### src/lbr_defs.vh
// constants for the long branch condition unit
`ifndef LBR_DEFS_VH
`define LBR_DEFS_VH

// ----------------------------------------
// opcode bytes
// ----------------------------------------
`define LBR_PREBYTE                   8'h18
`define LBR_OP_ALWAYS                 8'h20
`define LBR_OP_NEVER                  8'h21
`define LBR_OP_HIGHER                 8'h22
`define LBR_OP_LOWER_OR_SAME          8'h23
`define LBR_OP_CARRY_CLEAR            8'h24
`define LBR_OP_CARRY_SET              8'h25
`define LBR_OP_NOT_EQUAL              8'h26
`define LBR_OP_EQUAL                  8'h27
`define LBR_OP_OVERFLOW_CLEAR         8'h28
`define LBR_OP_OVERFLOW_SET           8'h29
`define LBR_OP_POSITIVE               8'h2a
`define LBR_OP_NEGATIVE               8'h2b
`define LBR_OP_SIGNED_GREATER_EQUAL   8'h2c
`define LBR_OP_SIGNED_LESS            8'h2d
`define LBR_OP_SIGNED_GREATER         8'h2e
`define LBR_OP_SIGNED_LESS_EQUAL      8'h2f

// ----------------------------------------
// condition code bit positions (s x h i n z v c)
// ----------------------------------------
`define CCR_N                         3
`define CCR_Z                         2
`define CCR_V                         1
`define CCR_C                         0

// ----------------------------------------
// timing and target arithmetic
// ----------------------------------------
`define LBR_PC_STEP                   16'h0004
`define LBR_TAKEN_CYCLES              3'h4
`define LBR_NOT_TAKEN_CYCLES          3'h3

// ----------------------------------------
// register map, byte addresses
// ----------------------------------------
`define REG_CTRL                      4'h0
`define REG_STATUS                    4'h4
`define REG_TARGET                    4'h8
`define REG_TAKEN_COUNT               4'hc
`define CTRL_RESET                    32'h0000_0001
`define AXI_OKAY                      2'b00
`define AXI_SLVERR                    2'b10

`endif

### src/lbr_cond_eval.v
// condition evaluator: opcode decode and flag test for long branches
`timescale 1ns/1ps
`include "lbr_defs.vh"

module lbr_cond_eval
(
   input  wire [7:0] prebyte,   // first opcode byte
   input  wire [7:0] opcode,    // second opcode byte
   input  wire [7:0] ccr,       // condition codes
   output reg        known,     // opcode is a long branch
   output reg        take       // branch condition holds
);

   wire n = ccr[`CCR_N];
   wire z = ccr[`CCR_Z];
   wire v = ccr[`CCR_V];
   wire c = ccr[`CCR_C];

   // ----------------------------------------
   // decode
   // ----------------------------------------
   // flags are only read, never written back
   always @*
   begin
      known = (prebyte == `LBR_PREBYTE);
      take  = 1'b0;
      case (opcode)
         `LBR_OP_ALWAYS                : take = 1'b1;               // [RULE16]
         `LBR_OP_NEVER                 : take = 1'b0;               // [RULE16]
         `LBR_OP_HIGHER                : take = ~(c | z);           // [RULE11] [RULE2]
         `LBR_OP_LOWER_OR_SAME         : take = c | z;              // [RULE1] [RULE2] [RULE5] [RULE6]
         `LBR_OP_CARRY_CLEAR           : take = ~c;                 // [RULE12]
         `LBR_OP_CARRY_SET             : take = c;                  // [RULE13]
         `LBR_OP_NOT_EQUAL             : take = ~z;                 // [RULE10]
         `LBR_OP_EQUAL                 : take = z;                  // [RULE10]
         `LBR_OP_OVERFLOW_CLEAR        : take = ~v;                 // [RULE15]
         `LBR_OP_OVERFLOW_SET          : take = v;                  // [RULE15]
         `LBR_OP_POSITIVE              : take = ~n;                 // [RULE14]
         `LBR_OP_NEGATIVE              : take = n;                  // [RULE14]
         `LBR_OP_SIGNED_GREATER_EQUAL  : take = ~(n ^ v);           // [RULE9]
         `LBR_OP_SIGNED_LESS           : take = n ^ v;              // [RULE9]
         `LBR_OP_SIGNED_GREATER        : take = ~(z | (n ^ v));     // [RULE8]
         `LBR_OP_SIGNED_LESS_EQUAL     : take = z | (n ^ v);        // [RULE8]
         default                       : known = 1'b0;
      endcase
      take = take & known;
   end

endmodule

### src/lbr_target_add.v
// target adder: old pc plus four plus signed 16-bit offset
`timescale 1ns/1ps
`include "lbr_defs.vh"

module lbr_target_add
(
   input  wire [15:0] pc,         // address of the prebyte
   input  wire [7:0]  off_hi,     // offset high byte, first after opcode
   input  wire [7:0]  off_lo,     // offset low byte
   output wire [15:0] target      // branch destination
);

   // ----------------------------------------
   // add
   // ----------------------------------------
   // 16-bit sum wraps, so a negative offset needs no sign extension
   wire [15:0] offset_16bit = {off_hi, off_lo};               // [RULE18]
   assign target = pc + `LBR_PC_STEP + offset_16bit;           // [RULE1] [RULE18]

endmodule

### src/long_branch_condition_unit.v
// long branch condition unit: sequencer side plus axi4-lite registers
// Function
// RULE1: lower-or-same takes on c or z; pc+4+offset
// RULE2: 18 23 lower-or-same, complement 18 22
// RULE3: taken branch spends four cycles refilling
// RULE4: untaken branch spends three cycles
// RULE5: unsigned register<=memory takes lower-or-same
// RULE6: after acc pair compare, b<=a takes
// RULE7: software avoids lower-or-same after carry-neutral ops
// RULE8: 18 2e/2f test z or (n xor v)
// RULE9: 18 2c/2d test n xor v
// RULE10: 18 27 on z, 18 26 on not z
// RULE11: 18 22 takes when c and z are both clear
// RULE12: 18 24 takes when carry clear
// RULE13: 18 25 takes when carry set
// RULE14: 18 2b on n, 18 2a on not n
// RULE15: 18 29 on v, 18 28 on not v
// RULE16: 18 20 always, 18 21 never branches
// RULE17: flags pass through unchanged
// RULE18: target wraps mod 2^16, offset high first
`timescale 1ns/1ps
`include "lbr_defs.vh"

module long_branch_condition_unit
#(
   parameter CNT_W = 32                   // width of the taken counter
)
(
   input  wire        mclk,               // cpu clock, 125 mhz
   input  wire        rstn,               // async reset, active low
   // instruction request from the queue
   input  wire        req_valid,          // a long branch is presented
   output wire        req_ready,          // unit is idle and enabled
   input  wire [7:0]  req_prebyte,        // opcode byte one
   input  wire [7:0]  req_opcode,         // opcode byte two
   input  wire [7:0]  req_off_hi,         // offset high byte
   input  wire [7:0]  req_off_lo,         // offset low byte
   input  wire [15:0] req_pc,             // pc of the prebyte
   input  wire [7:0]  req_ccr,            // condition codes
   // result to the sequencer
   output wire        res_valid,          // one-cycle result pulse
   output wire        res_known,          // opcode was a long branch
   output wire        res_taken,          // branch taken
   output wire [15:0] res_pc,             // next pc
   output wire [2:0]  res_cycles,         // cycles the instruction used
   output wire [7:0]  res_ccr,            // flags, unchanged
   // axi4-lite slave
   input  wire [3:0]  s_axi_awaddr,
   input  wire        s_axi_awvalid,
   output wire        s_axi_awready,
   input  wire [31:0] s_axi_wdata,
   input  wire [3:0]  s_axi_wstrb,
   input  wire        s_axi_wvalid,
   output wire        s_axi_wready,
   output wire [1:0]  s_axi_bresp,
   output wire        s_axi_bvalid,
   input  wire        s_axi_bready,
   input  wire [3:0]  s_axi_araddr,
   input  wire        s_axi_arvalid,
   output wire        s_axi_arready,
   output wire [31:0] s_axi_rdata,
   output wire [1:0]  s_axi_rresp,
   output wire        s_axi_rvalid,
   input  wire        s_axi_rready
);

   // ----------------------------------------
   // states
   // ----------------------------------------
   localparam ST_IDLE = 1'b0;             // waiting for a request
   localparam ST_RUN  = 1'b1;             // counting instruction cycles

   // ----------------------------------------
   // functions
   // ----------------------------------------
   // register offset match, shared by read and write decode
   function is_reg;
      input [3:0] addr;
      input [3:0] offs;
      begin
         is_reg = (addr[3:2] == offs[3:2]);
      end
   endfunction

   // ----------------------------------------
   // declarations
   // ----------------------------------------
   reg              state_ff;             // sequencer state
   reg              nxt_state;
   reg  [2:0]       cyc_ff;               // cycles left in this instruction
   reg  [2:0]       nxt_cyc;
   reg  [2:0]       total_ff;             // cycles charged to instruction
   reg              known_ff;             // captured decode result
   reg              taken_ff;             // captured condition result
   reg  [15:0]      pc_ff;                // captured next pc
   reg  [7:0]       ccr_ff;               // captured flags
   reg              ready_ff;             // request ready
   reg              res_valid_ff;         // result pulse
   reg              res_known_ff;
   reg              res_taken_ff;
   reg  [15:0]      res_pc_ff;
   reg  [2:0]       res_cycles_ff;
   reg  [7:0]       res_ccr_ff;
   reg              enable_ff;            // ctrl bit 0: accept requests
   reg  [CNT_W-1:0] taken_cnt_ff;         // count of taken branches
   reg  [15:0]      last_target_ff;       // target of the last taken branch

   wire             dec_known;            // decoder: long branch opcode
   wire             dec_take;             // decoder: condition holds
   wire [15:0]      add_target;           // adder: taken destination
   wire [15:0]      seq_pc;               // sequential pc, four bytes on
   wire             accept;               // request taken this cycle

   // ----------------------------------------
   // datapath instances
   // ----------------------------------------
   lbr_cond_eval u_cond
   (
      .prebyte (req_prebyte),
      .opcode  (req_opcode),
      .ccr     (req_ccr),
      .known   (dec_known),
      .take    (dec_take)
   );

   lbr_target_add u_add
   (
      .pc      (req_pc),
      .off_hi  (req_off_hi),
      .off_lo  (req_off_lo),
      .target  (add_target)
   );

   // untaken and never-branch both skip the whole four bytes
   assign seq_pc = req_pc + `LBR_PC_STEP;                        // [RULE16] [RULE4]
   assign accept = req_valid & ready_ff;

   // ----------------------------------------
   // sequencer next state
   // ----------------------------------------
   always @*
   begin
      nxt_state = state_ff;
      nxt_cyc   = cyc_ff;
      case (state_ff)
         ST_IDLE :
         begin
            if (accept)
            begin
               nxt_state = ST_RUN;
               // one cycle is the accept edge itself
               if (dec_take)
                  nxt_cyc = `LBR_TAKEN_CYCLES - 3'h1;            // [RULE3]
               else
                  nxt_cyc = `LBR_NOT_TAKEN_CYCLES - 3'h1;        // [RULE4]
            end
         end
         default :
         begin
            nxt_cyc = cyc_ff - 3'h1;
            if (cyc_ff == 3'h1)
               nxt_state = ST_IDLE;
         end
      endcase
   end

   // ----------------------------------------
   // sequencer registers
   // ----------------------------------------
   // ready drops on accept and returns with the result, so a
   // back-to-back request cannot overlap a running instruction
   always @(posedge mclk or negedge rstn)
   begin
      if (!rstn)
      begin
         state_ff <= ST_IDLE;
         cyc_ff   <= 3'h0;
         total_ff <= 3'h0;
         known_ff <= 1'b0;
         taken_ff <= 1'b0;
         pc_ff    <= 16'h0000;
         ccr_ff   <= 8'h00;
         ready_ff <= 1'b0;
      end
      else
      begin
         state_ff <= nxt_state;
         cyc_ff   <= nxt_cyc;
         if (accept)
         begin
            known_ff <= dec_known;
            taken_ff <= dec_take;
            ccr_ff   <= req_ccr;                                 // [RULE17]
            if (dec_take)
            begin
               pc_ff    <= add_target;                           // [RULE1]
               total_ff <= `LBR_TAKEN_CYCLES;                    // [RULE3]
            end
            else
            begin
               pc_ff    <= seq_pc;                               // [RULE4]
               total_ff <= `LBR_NOT_TAKEN_CYCLES;                // [RULE4]
            end
         end
         ready_ff <= (nxt_state == ST_IDLE) & enable_ff;
      end
   end

   // ----------------------------------------
   // result outputs
   // ----------------------------------------
   always @(posedge mclk or negedge rstn)
   begin
      if (!rstn)
      begin
         res_valid_ff  <= 1'b0;
         res_known_ff  <= 1'b0;
         res_taken_ff  <= 1'b0;
         res_pc_ff     <= 16'h0000;
         res_cycles_ff <= 3'h0;
         res_ccr_ff    <= 8'h00;
      end
      else
      begin
         res_valid_ff <= 1'b0;
         // result appears on the edge that ends the last cycle
         if ((state_ff == ST_RUN) && (cyc_ff == 3'h1))
         begin
            res_valid_ff  <= 1'b1;
            res_known_ff  <= known_ff;
            res_taken_ff  <= taken_ff;
            res_pc_ff     <= pc_ff;
            res_cycles_ff <= total_ff;
            res_ccr_ff    <= ccr_ff;                             // [RULE17]
         end
      end
   end

   assign req_ready  = ready_ff;
   assign res_valid  = res_valid_ff;
   assign res_known  = res_known_ff;
   assign res_taken  = res_taken_ff;
   assign res_pc     = res_pc_ff;
   assign res_cycles = res_cycles_ff;
   assign res_ccr    = res_ccr_ff;

   // ----------------------------------------
   // statistics registers
   // ----------------------------------------
   always @(posedge mclk or negedge rstn)
   begin
      if (!rstn)
      begin
         taken_cnt_ff   <= {CNT_W{1'b0}};
         last_target_ff <= 16'h0000;
      end
      else if (accept && dec_take)
      begin
         taken_cnt_ff   <= taken_cnt_ff + {{(CNT_W-1){1'b0}}, 1'b1};
         last_target_ff <= add_target;
      end
   end

   // ----------------------------------------
   // axi4-lite write channel
   // ----------------------------------------
   reg        awready_ff;                 // address slot empty
   reg        wready_ff;                  // data slot empty
   reg [3:0]  awaddr_ff;                  // held write address
   reg [31:0] wdata_ff;                   // held write data
   reg [3:0]  wstrb_ff;                   // held byte enables
   reg        bvalid_ff;
   reg [1:0]  bresp_ff;
   wire       aw_done = awready_ff & s_axi_awvalid;
   wire       w_done  = wready_ff & s_axi_wvalid;
   // both halves held, response slot free
   wire       wr_go   = ~awready_ff & ~wready_ff & ~bvalid_ff;

   // address and data may arrive in either order; each slot
   // closes once filled and reopens after the response
   always @(posedge mclk or negedge rstn)
   begin
      if (!rstn)
      begin
         awready_ff <= 1'b1;
         wready_ff  <= 1'b1;
         awaddr_ff  <= 4'h0;
         wdata_ff   <= 32'h0000_0000;
         wstrb_ff   <= 4'h0;
         bvalid_ff  <= 1'b0;
         bresp_ff   <= `AXI_OKAY;
         enable_ff  <= 1'b1;
      end
      else
      begin
         if (aw_done)
         begin
            awaddr_ff  <= s_axi_awaddr;
            awready_ff <= 1'b0;
         end
         if (w_done)
         begin
            wdata_ff  <= s_axi_wdata;
            wstrb_ff  <= s_axi_wstrb;
            wready_ff <= 1'b0;
         end
         if (wr_go)
         begin
            bvalid_ff <= 1'b1;
            if (is_reg(awaddr_ff, `REG_CTRL))
            begin
               bresp_ff <= `AXI_OKAY;
               if (wstrb_ff[0])
                  enable_ff <= wdata_ff[0];
            end
            else if (is_reg(awaddr_ff, `REG_STATUS) ||
                     is_reg(awaddr_ff, `REG_TARGET) ||
                     is_reg(awaddr_ff, `REG_TAKEN_COUNT))
               bresp_ff <= `AXI_OKAY;   // read-only, write ignored
            else
               bresp_ff <= `AXI_SLVERR;
         end
         if (bvalid_ff && s_axi_bready)
         begin
            bvalid_ff  <= 1'b0;
            awready_ff <= 1'b1;
            wready_ff  <= 1'b1;
         end
      end
   end

   assign s_axi_awready = awready_ff;
   assign s_axi_wready  = wready_ff;
   assign s_axi_bvalid  = bvalid_ff;
   assign s_axi_bresp   = bresp_ff;

   // ----------------------------------------
   // axi4-lite read channel
   // ----------------------------------------
   reg        arready_ff;
   reg        rvalid_ff;
   reg [31:0] rdata_ff;
   reg [1:0]  rresp_ff;
   wire       ar_done = arready_ff & s_axi_arvalid;

   // one read in flight; arready drops until the data is taken
   always @(posedge mclk or negedge rstn)
   begin
      if (!rstn)
      begin
         arready_ff <= 1'b1;
         rvalid_ff  <= 1'b0;
         rdata_ff   <= 32'h0000_0000;
         rresp_ff   <= `AXI_OKAY;
      end
      else if (ar_done)
      begin
         arready_ff <= 1'b0;
         rvalid_ff  <= 1'b1;
         rresp_ff   <= `AXI_OKAY;
         if (is_reg(s_axi_araddr, `REG_CTRL))
            rdata_ff <= {31'h0000_0000, enable_ff};
         else if (is_reg(s_axi_araddr, `REG_STATUS))
            rdata_ff <= {16'h0000, res_ccr_ff, 1'b0, res_cycles_ff,
                         res_known_ff, res_taken_ff, state_ff, ready_ff};
         else if (is_reg(s_axi_araddr, `REG_TARGET))
            rdata_ff <= {16'h0000, last_target_ff};
         else if (is_reg(s_axi_araddr, `REG_TAKEN_COUNT))
            rdata_ff <= taken_cnt_ff[31:0];
         else
         begin
            rdata_ff <= 32'h0000_0000;
            rresp_ff <= `AXI_SLVERR;
         end
      end
      else if (rvalid_ff && s_axi_rready)
      begin
         rvalid_ff  <= 1'b0;
         arready_ff <= 1'b1;
      end
   end

   assign s_axi_arready = arready_ff;
   assign s_axi_rvalid  = rvalid_ff;
   assign s_axi_rdata   = rdata_ff;
   assign s_axi_rresp   = rresp_ff;

endmodule

### config.mk
export PLATFORM = sky130hd
export DESIGN_NAME = long_branch_condition_unit
export DESIGN_NICKNAME = d
export VERILOG_FILES = /design/src/lbr_cond_eval.v /design/src/lbr_target_add.v /design/src/long_branch_condition_unit.v
export VERILOG_INCLUDE_DIRS = /design/src
export SDC_FILE = /design/constraint.sdc
export NUM_CORES = 1
export LEC_CHECK = 0
export CAP_MARGIN = 20
export CORE_ASPECT_RATIO = 1.4
export CORE_MARGIN = 4
export CORE_UTILIZATION = 55
export DETAILED_ROUTE_END_ITERATION = 6
export DONT_BUFFER_PORTS = 1
export PLACE_DENSITY = 0.75
export SLEW_MARGIN = 20
export SYNTH_ARGS = -nofsm -noshare
export SYNTH_HDL_FRONTEND = slang
export SYNTH_SLANG_ARGS = --single-unit
### constraint.sdc
create_clock -name mclk -period 2.9 [get_ports mclk]
set_input_delay 0.29 -clock mclk [delete_from_list [all_inputs] [get_ports mclk]]
set_output_delay 0.29 -clock mclk [all_outputs]
set_load 0.005 [all_outputs]
# --- Yosys cells after proc, flatten, opt, wreduce, memory -nomap -nowiden ---
# Index checks and enable logic that the tools add are counted.
totals:
  out_inout_bits: 72
  inputBits: 108
  word_cells: 124
  ff_bits: 160
classes:
  bitwise: 22
  n_addsub: 4
  muxes: 31
  reduce_logical: 15
  n_eq_ne: 24
op_table:
  columns: ["operator", "n"]
  rows:
  - ["$eq 8x6->1 const B", 16]
  - ["$mux 32", 4]
  - ["$add 32x1->32 const B", 1]
  - ["$add 16x16->16", 1]
  - ["$add 16x3->16 const B", 1]
  - ["$mux 1", 16]
  - ["$mux 16", 1]
  - ["$reduce_or 16->1", 1]
  - ["$pmux 1 s15", 1]
  - ["$mux 2", 6]
  - ["$not 1->1", 11]
  - ["$reduce_bool 2->1", 5]
  - ["$mux 3", 3]
  - ["$and 1x1->1", 8]
  - ["$eq 2x2->1 const B", 4]
  - ["$eq 8x5->1 const B", 1]
  - ["$eq 2x1->1 const B", 2]
  - ["$logic_and 1x1->1", 4]
  - ["$logic_not 2->1", 2]
  - ["$eq 3x1->1 const B", 1]
  - ["$reduce_and 3->1", 1]
  - ["$sub 3x1->3 const B", 1]
  - ["$logic_or 1x1->1", 2]
  - ["$or 1x1->1", 2]
  - ["$xor 1x1->1", 1]

# --- Logic depth before layout (Yosys ltp) ---
logic_depth:
  depth_word: 8
  mapped_depth: 13

# --- By module ---
# A second synthesis with hierarchy kept.
hier_totals:
  cells_unflattened: 745
  area_unflattened_um2: 7589.8
modules_own_cells:
  columns: ["module", "seq_area_each_um2", "area_each_um2", "cells_each", "n_inst"]
  rows:
  - ["long_branch_condition_unit", 3808.7, 6495.0, 615, 1]
  - ["lbr_target_add", 0.0, 877.1, 102, 1]
  - ["lbr_cond_eval", 0.0, 217.7, 28, 1]

# --- Least setup slack after synthesis ---
# OpenSTA, ideal clock, no wires.
synth_path:
  path_type: "input to register"
  startpoint: "input port req_pc[2]"
  endpoint: "register pc_ff[15]"
  required_ps: 2766
  n_path_buf: 0
  setup_slack_ps: 180
  stages: 13
  arrival_ps: 2586
  path_cell_list: "ha_1 > nand2_1 > nor2_1 > nand4_1 > xnor2_1 > ha_1 > a21oi_1 > nand2_1 > or2_2 > o21a_1 > a2111o_1 > nand3_1 > o22ai_1"
synth_via:
  elab_chain_cells: 3
synth_lines:
  columns: ["element", "line_no", "rtl"]
  rows:
  - ["start, declared", "long_branch_condition_unit.v:38", "input wire [15:0] req_pc,"]
  - ["$add 16x3->16 (no line) (*)", null, null]
  - ["$add 16x16->16", "lbr_target_add.v:18", "assign target = pc + `LBR_PC_STEP + offset_16bit;"]
  - ["$mux 16 (*)", "long_branch_condition_unit.v:194", "if (dec_take)"]
  - ["end signal, assigned", "long_branch_condition_unit.v:196", "pc_ff <= add_target;"]
  - ["end signal, assigned", "long_branch_condition_unit.v:201", "pc_ff <= seq_pc;"]
  - ["end, declared", "long_branch_condition_unit.v:95", "reg [15:0] pc_ff;"]
# Every way passes the cells marked *; elsewhere a longest branch is shown, timed or not.
# A chain may end at the register's enable or synchronous reset.

# --- Worst setup path after layout ---
layout_path:
  startpoint: "input port req_pc[2]"
  endpoint: "register last_target_ff[15]"
layout_via:
  elab_chain_cells: 2
layout_lines:
  columns: ["element", "line_no", "rtl"]
  rows:
  - ["$add 16x3->16 (no line)", null, null]
  - ["$add 16x16->16", "lbr_target_add.v:18", null]
  - ["end signal, assigned", "long_branch_condition_unit.v:260", "last_target_ff <= add_target;"]
  - ["end, declared", "long_branch_condition_unit.v:106", "reg [15:0] last_target_ff;"]
# Every way passes these cells.

==> results by group <==
Floorplanning
  • Chip height: 146.5 um
  • DIE WIDTH: 107.0 um
  • Top-Level Pins: 180
  • Num rows: 50
  • Die ar.: 0.01567 mm^2
  • Starting Density: 0.5633
  • Core area: 0.01339 mm^2

Routing
  • Via count: ~5.7k
  • Final wirelength: 18,040 um
  • WL per Instance: 18.32 um
  • Vias per cell: 5.800
  • Routed wl met2: 9377 um
  • Pre-antenna DRT Iters: 5
  • DRC: 0
  • DR WL met3: around 900 um
  • Antenna viol nets, final: 0
  • Max layer used: met4
  • Initial drt markers: 380
  • Met1 wire length: 7062 um

Clock tree
  • TritonCTS clock tree: done
  • Clock-pin slew on the worst setup and hold paths: 0.06 ns
  • Root Buffer: clkbuf_16
  • TritonCTS Buffers: 17
  • Clk buf depth: 2
  • CTS sink cnt: 152
  • Later-pin clock latency in the skew report: approximately 0.42 ns
  • Post-cts sizing count: 0
  • H-Tree Depth: 4

Layout
  • Commonest non-fill, non-tap cell in the layout: nand2_1
  • Share of layout cells above drive strength 1: 0.1059
  • Area of the multi-input gates: around 0.0035 mm^2
  • Fin area: 0.008443 mm^2
  • Register area: 0.003809 mm^2
  • Antenna diodes: 0
  • Layout area overhead: 11.96%
  • Finished Layout Cells: 985
  • Nets: 918
  • Most frequent cells in the layout: 201 x nand2_1, 148 x dfrtp_1, 41 x o21ai_0
  • Fillers: approximately 1.1k

Setup path
  • Max FO, Critical Path: 4
  • Crit Path Class: input port to flip-flop
  • Slowest cell on the critical path: a2111o_1
  • Setup crit end kind: flip-flop
  • Worst reg2reg path depth: 7
  • WP data arrival: 2.76 ns
  • Crit-path cells: ha_1 > nand2_1 > nor2_1 > nand3_1 > xnor2_1 > ha_1 > a21oi_1 > nand2_1 > or2_2 > o21a_1 > a2111o_1 > nand3_1 > o21ai_0
  • Slowest stage delay, CP: a little over 0.4 ns
  • Worst Path Required: 3.19 ns
  • CP Launch Type: input port

Placed design
  • Port bufs: 0
  • Placer congestion estimate: between 0.9 and 1
  • DP HPWL: about 13,000 um
  • Area of placed instances: 0.007717 mm^2
  • Inst Count DP: 940

Logic synthesis
  • Sequential fraction of the synthesis area: 0.5051
  • Cell variety after synth: 63
  • Mapped cell area: 0.007541 mm^2
  • Synthesized flop and latch total: roughly 150
  • EDFF count, synth: 0
  • Post-synthesis cell count: 781
  • Share of flip-flops with an asynchronous set or reset: 1.000
  • Yosys Warn Count: 0
  • Post-synth top flop: dfrtp_1
  • Syn Area/Cell: 9.656 um^2

STA
  • Worst Hold Slack: -0.4372 ns
  • Slew margin rel.: 0.3654
  • Skew final: 0.009036 ns
  • TNS Setup: 0 ns
  • Slew at the pin closest to its max-slew limit: 0.9509 ns
  • Tmin final: 2.465 ns
  • Final Hold Vio Count: 152
  • FMAX: 405.7 MHz
  • Max-slew violations: 0
  • RSZ-0062 raised after global routing: no
  • Final Setup Violations: 0
  • Fin crit share: 0.8499

Pwr
  • PD cells: 722.6 mW/mm^2
  • Peak VDD IR: around 0.44 mV
  • Clock share of power: 0.360
  • Leakage: a little over 4 nW
  • Flop pwr share: 0.476
  • Int Power: 4.257 mW
  • Sw Ratio: 0.3022
  • Psw: 1.844 mW
  • Total Power: 6.101 mW
  • Combinational power share: 0.163

Global routing
  • Global-route wire length before repair: 29,620 um
  • Initial antenna violation count: 0
  • GRT Total Usage: 0.2379
  • Largest net degree at the start of global routing: 153
  • Vias in the first global route: 5,812
  • Gr ovfl total: 0

Job
  • Max-capacitance violation count: 0

Run status
  • Status: complete, but fails checks
  • Failing checks: negative hold slack

Worst hold path
  • Hold WC Path Type: input port to asynchronous set/reset pin
final cells by class:
type / instances / share of cell area
timing repair buffer: 29 / 0.02964
clock buffer: 20 / 0.05528
inverter: 17 / 0.007558
clock inverter: 12 / 0.01526
tap: 182 / 0.02697
sequential: 152 / 0.4511
multi-input combinational: 573 / 0.4142
critical path: cells and delay by family:
family	cells	cell delay, ns
adders and majority gates	2	0.46
xor gates and xnor gates	1	0.20
AOI/OAI and AO/OA	4	0.91
and+or+nand+nor	6	0.90
routing by layer:
layer | vias to the layer above | track usage
li1 | 2709 | -
met1 | 2771 | 0.2802
met3 | 46 | 0.05705
met4 | 0 | 0.1100
met5 | - | 0
met2 | 187 | 0.4073
cells by family (layout without fill, tap and decap cells):
family	Yosys count	after routing	share of synthesized area
compound gates	126	126	0.1133
xor+xnor	57	57	0.06620
fa+ha+maj	20	20	0.03418
buf+inv	57	78	0.03235
flops	152	152	0.5051
mux	35	35	0.05177
other cells	1	2	0.0004973
simple gates	333	333	0.1966
what timing repair did:
action,4_1_cts,5_1_grt
hold buffers,12,1
buffers inserted,0,0
hold endpoints to repair,163,153
cells in the mapped netlist, drive strengths merged, types with 5 or more instances:
cell type	n	area [um^2]
a22oi	14	105.1
a22o	16	140.1
o31ai	5	51.30
a21oi	18	90.09
nor2	36	137.6
o21ai	41	205.2
mux2	22	247.7
nor4	6	37.54
buf	15	86.33
nand4	14	87.58
mux2i	12	120.1
nand2	201	754.5
clkbuf	25	93.84
ha	19	237.7
nand2b	5	31.28
nor2b	5	31.28
dfrtp	148	3704
nor3	11	65.06
xor2	27	236.5
nand3	28	140.1
xnor2	30	262.8
inv	17	63.81
o22ai	5	31.28
and3	6	37.54
flip-flops by register name, summed over array words and instances (netlist names), 3 cells and up:
signal and count:
pc_ff 16, last_target_ff 16, cyc_ff 3, res_pc 16
res_ccr 8, ccr_ff 8, s_axi_rdata 32, taken_cnt_ff 32
worst paths after layout:
path | from | to | slack [ns]
max | req_pc[2] | last_target_ff[15] | 0.44
min | rstn | s_axi_rdata[31] | -0.44
max reg2reg | taken_cnt_ff[8] | taken_cnt_ff[31] | 0.62
min reg2reg | total_ff[2] | res_taken | 0.47
max in group asynchronous | rstn | res_pc[10] | 3.03
min in group mclk | s_axi_bready | s_axi_awready | 0.01
power by group through the flow:
stage,Sequential (mW),Combinational (mW),Clock (mW)
after floorplan,2.81,0.817,0
final,2.91,0.997,2.20
after detailed placement,2.95,0.975,0
after global routing,2.95,1.16,2.33
after CTS,2.91,0.994,2.24
after global placement,2.92,0.922,0
per-stage QoR:
stage | hold WS [ns] | utilization | setup WS (ns)
final | -0.4372 | 0.6307 | 0.4351
after global routing | -0.4545 | 0.6307 | 0.1282
after CTS | -0.4513 | 0.6299 | 0.4295
after detailed placement | -0.0006283 | 0.5764 | 0.01016
after global placement | -0.0008231 | 0.5764 | 0.07578
after floorplan | -0.005591 | - | 0.1799
Note: power is estimated with default switching activity, not from simulation.
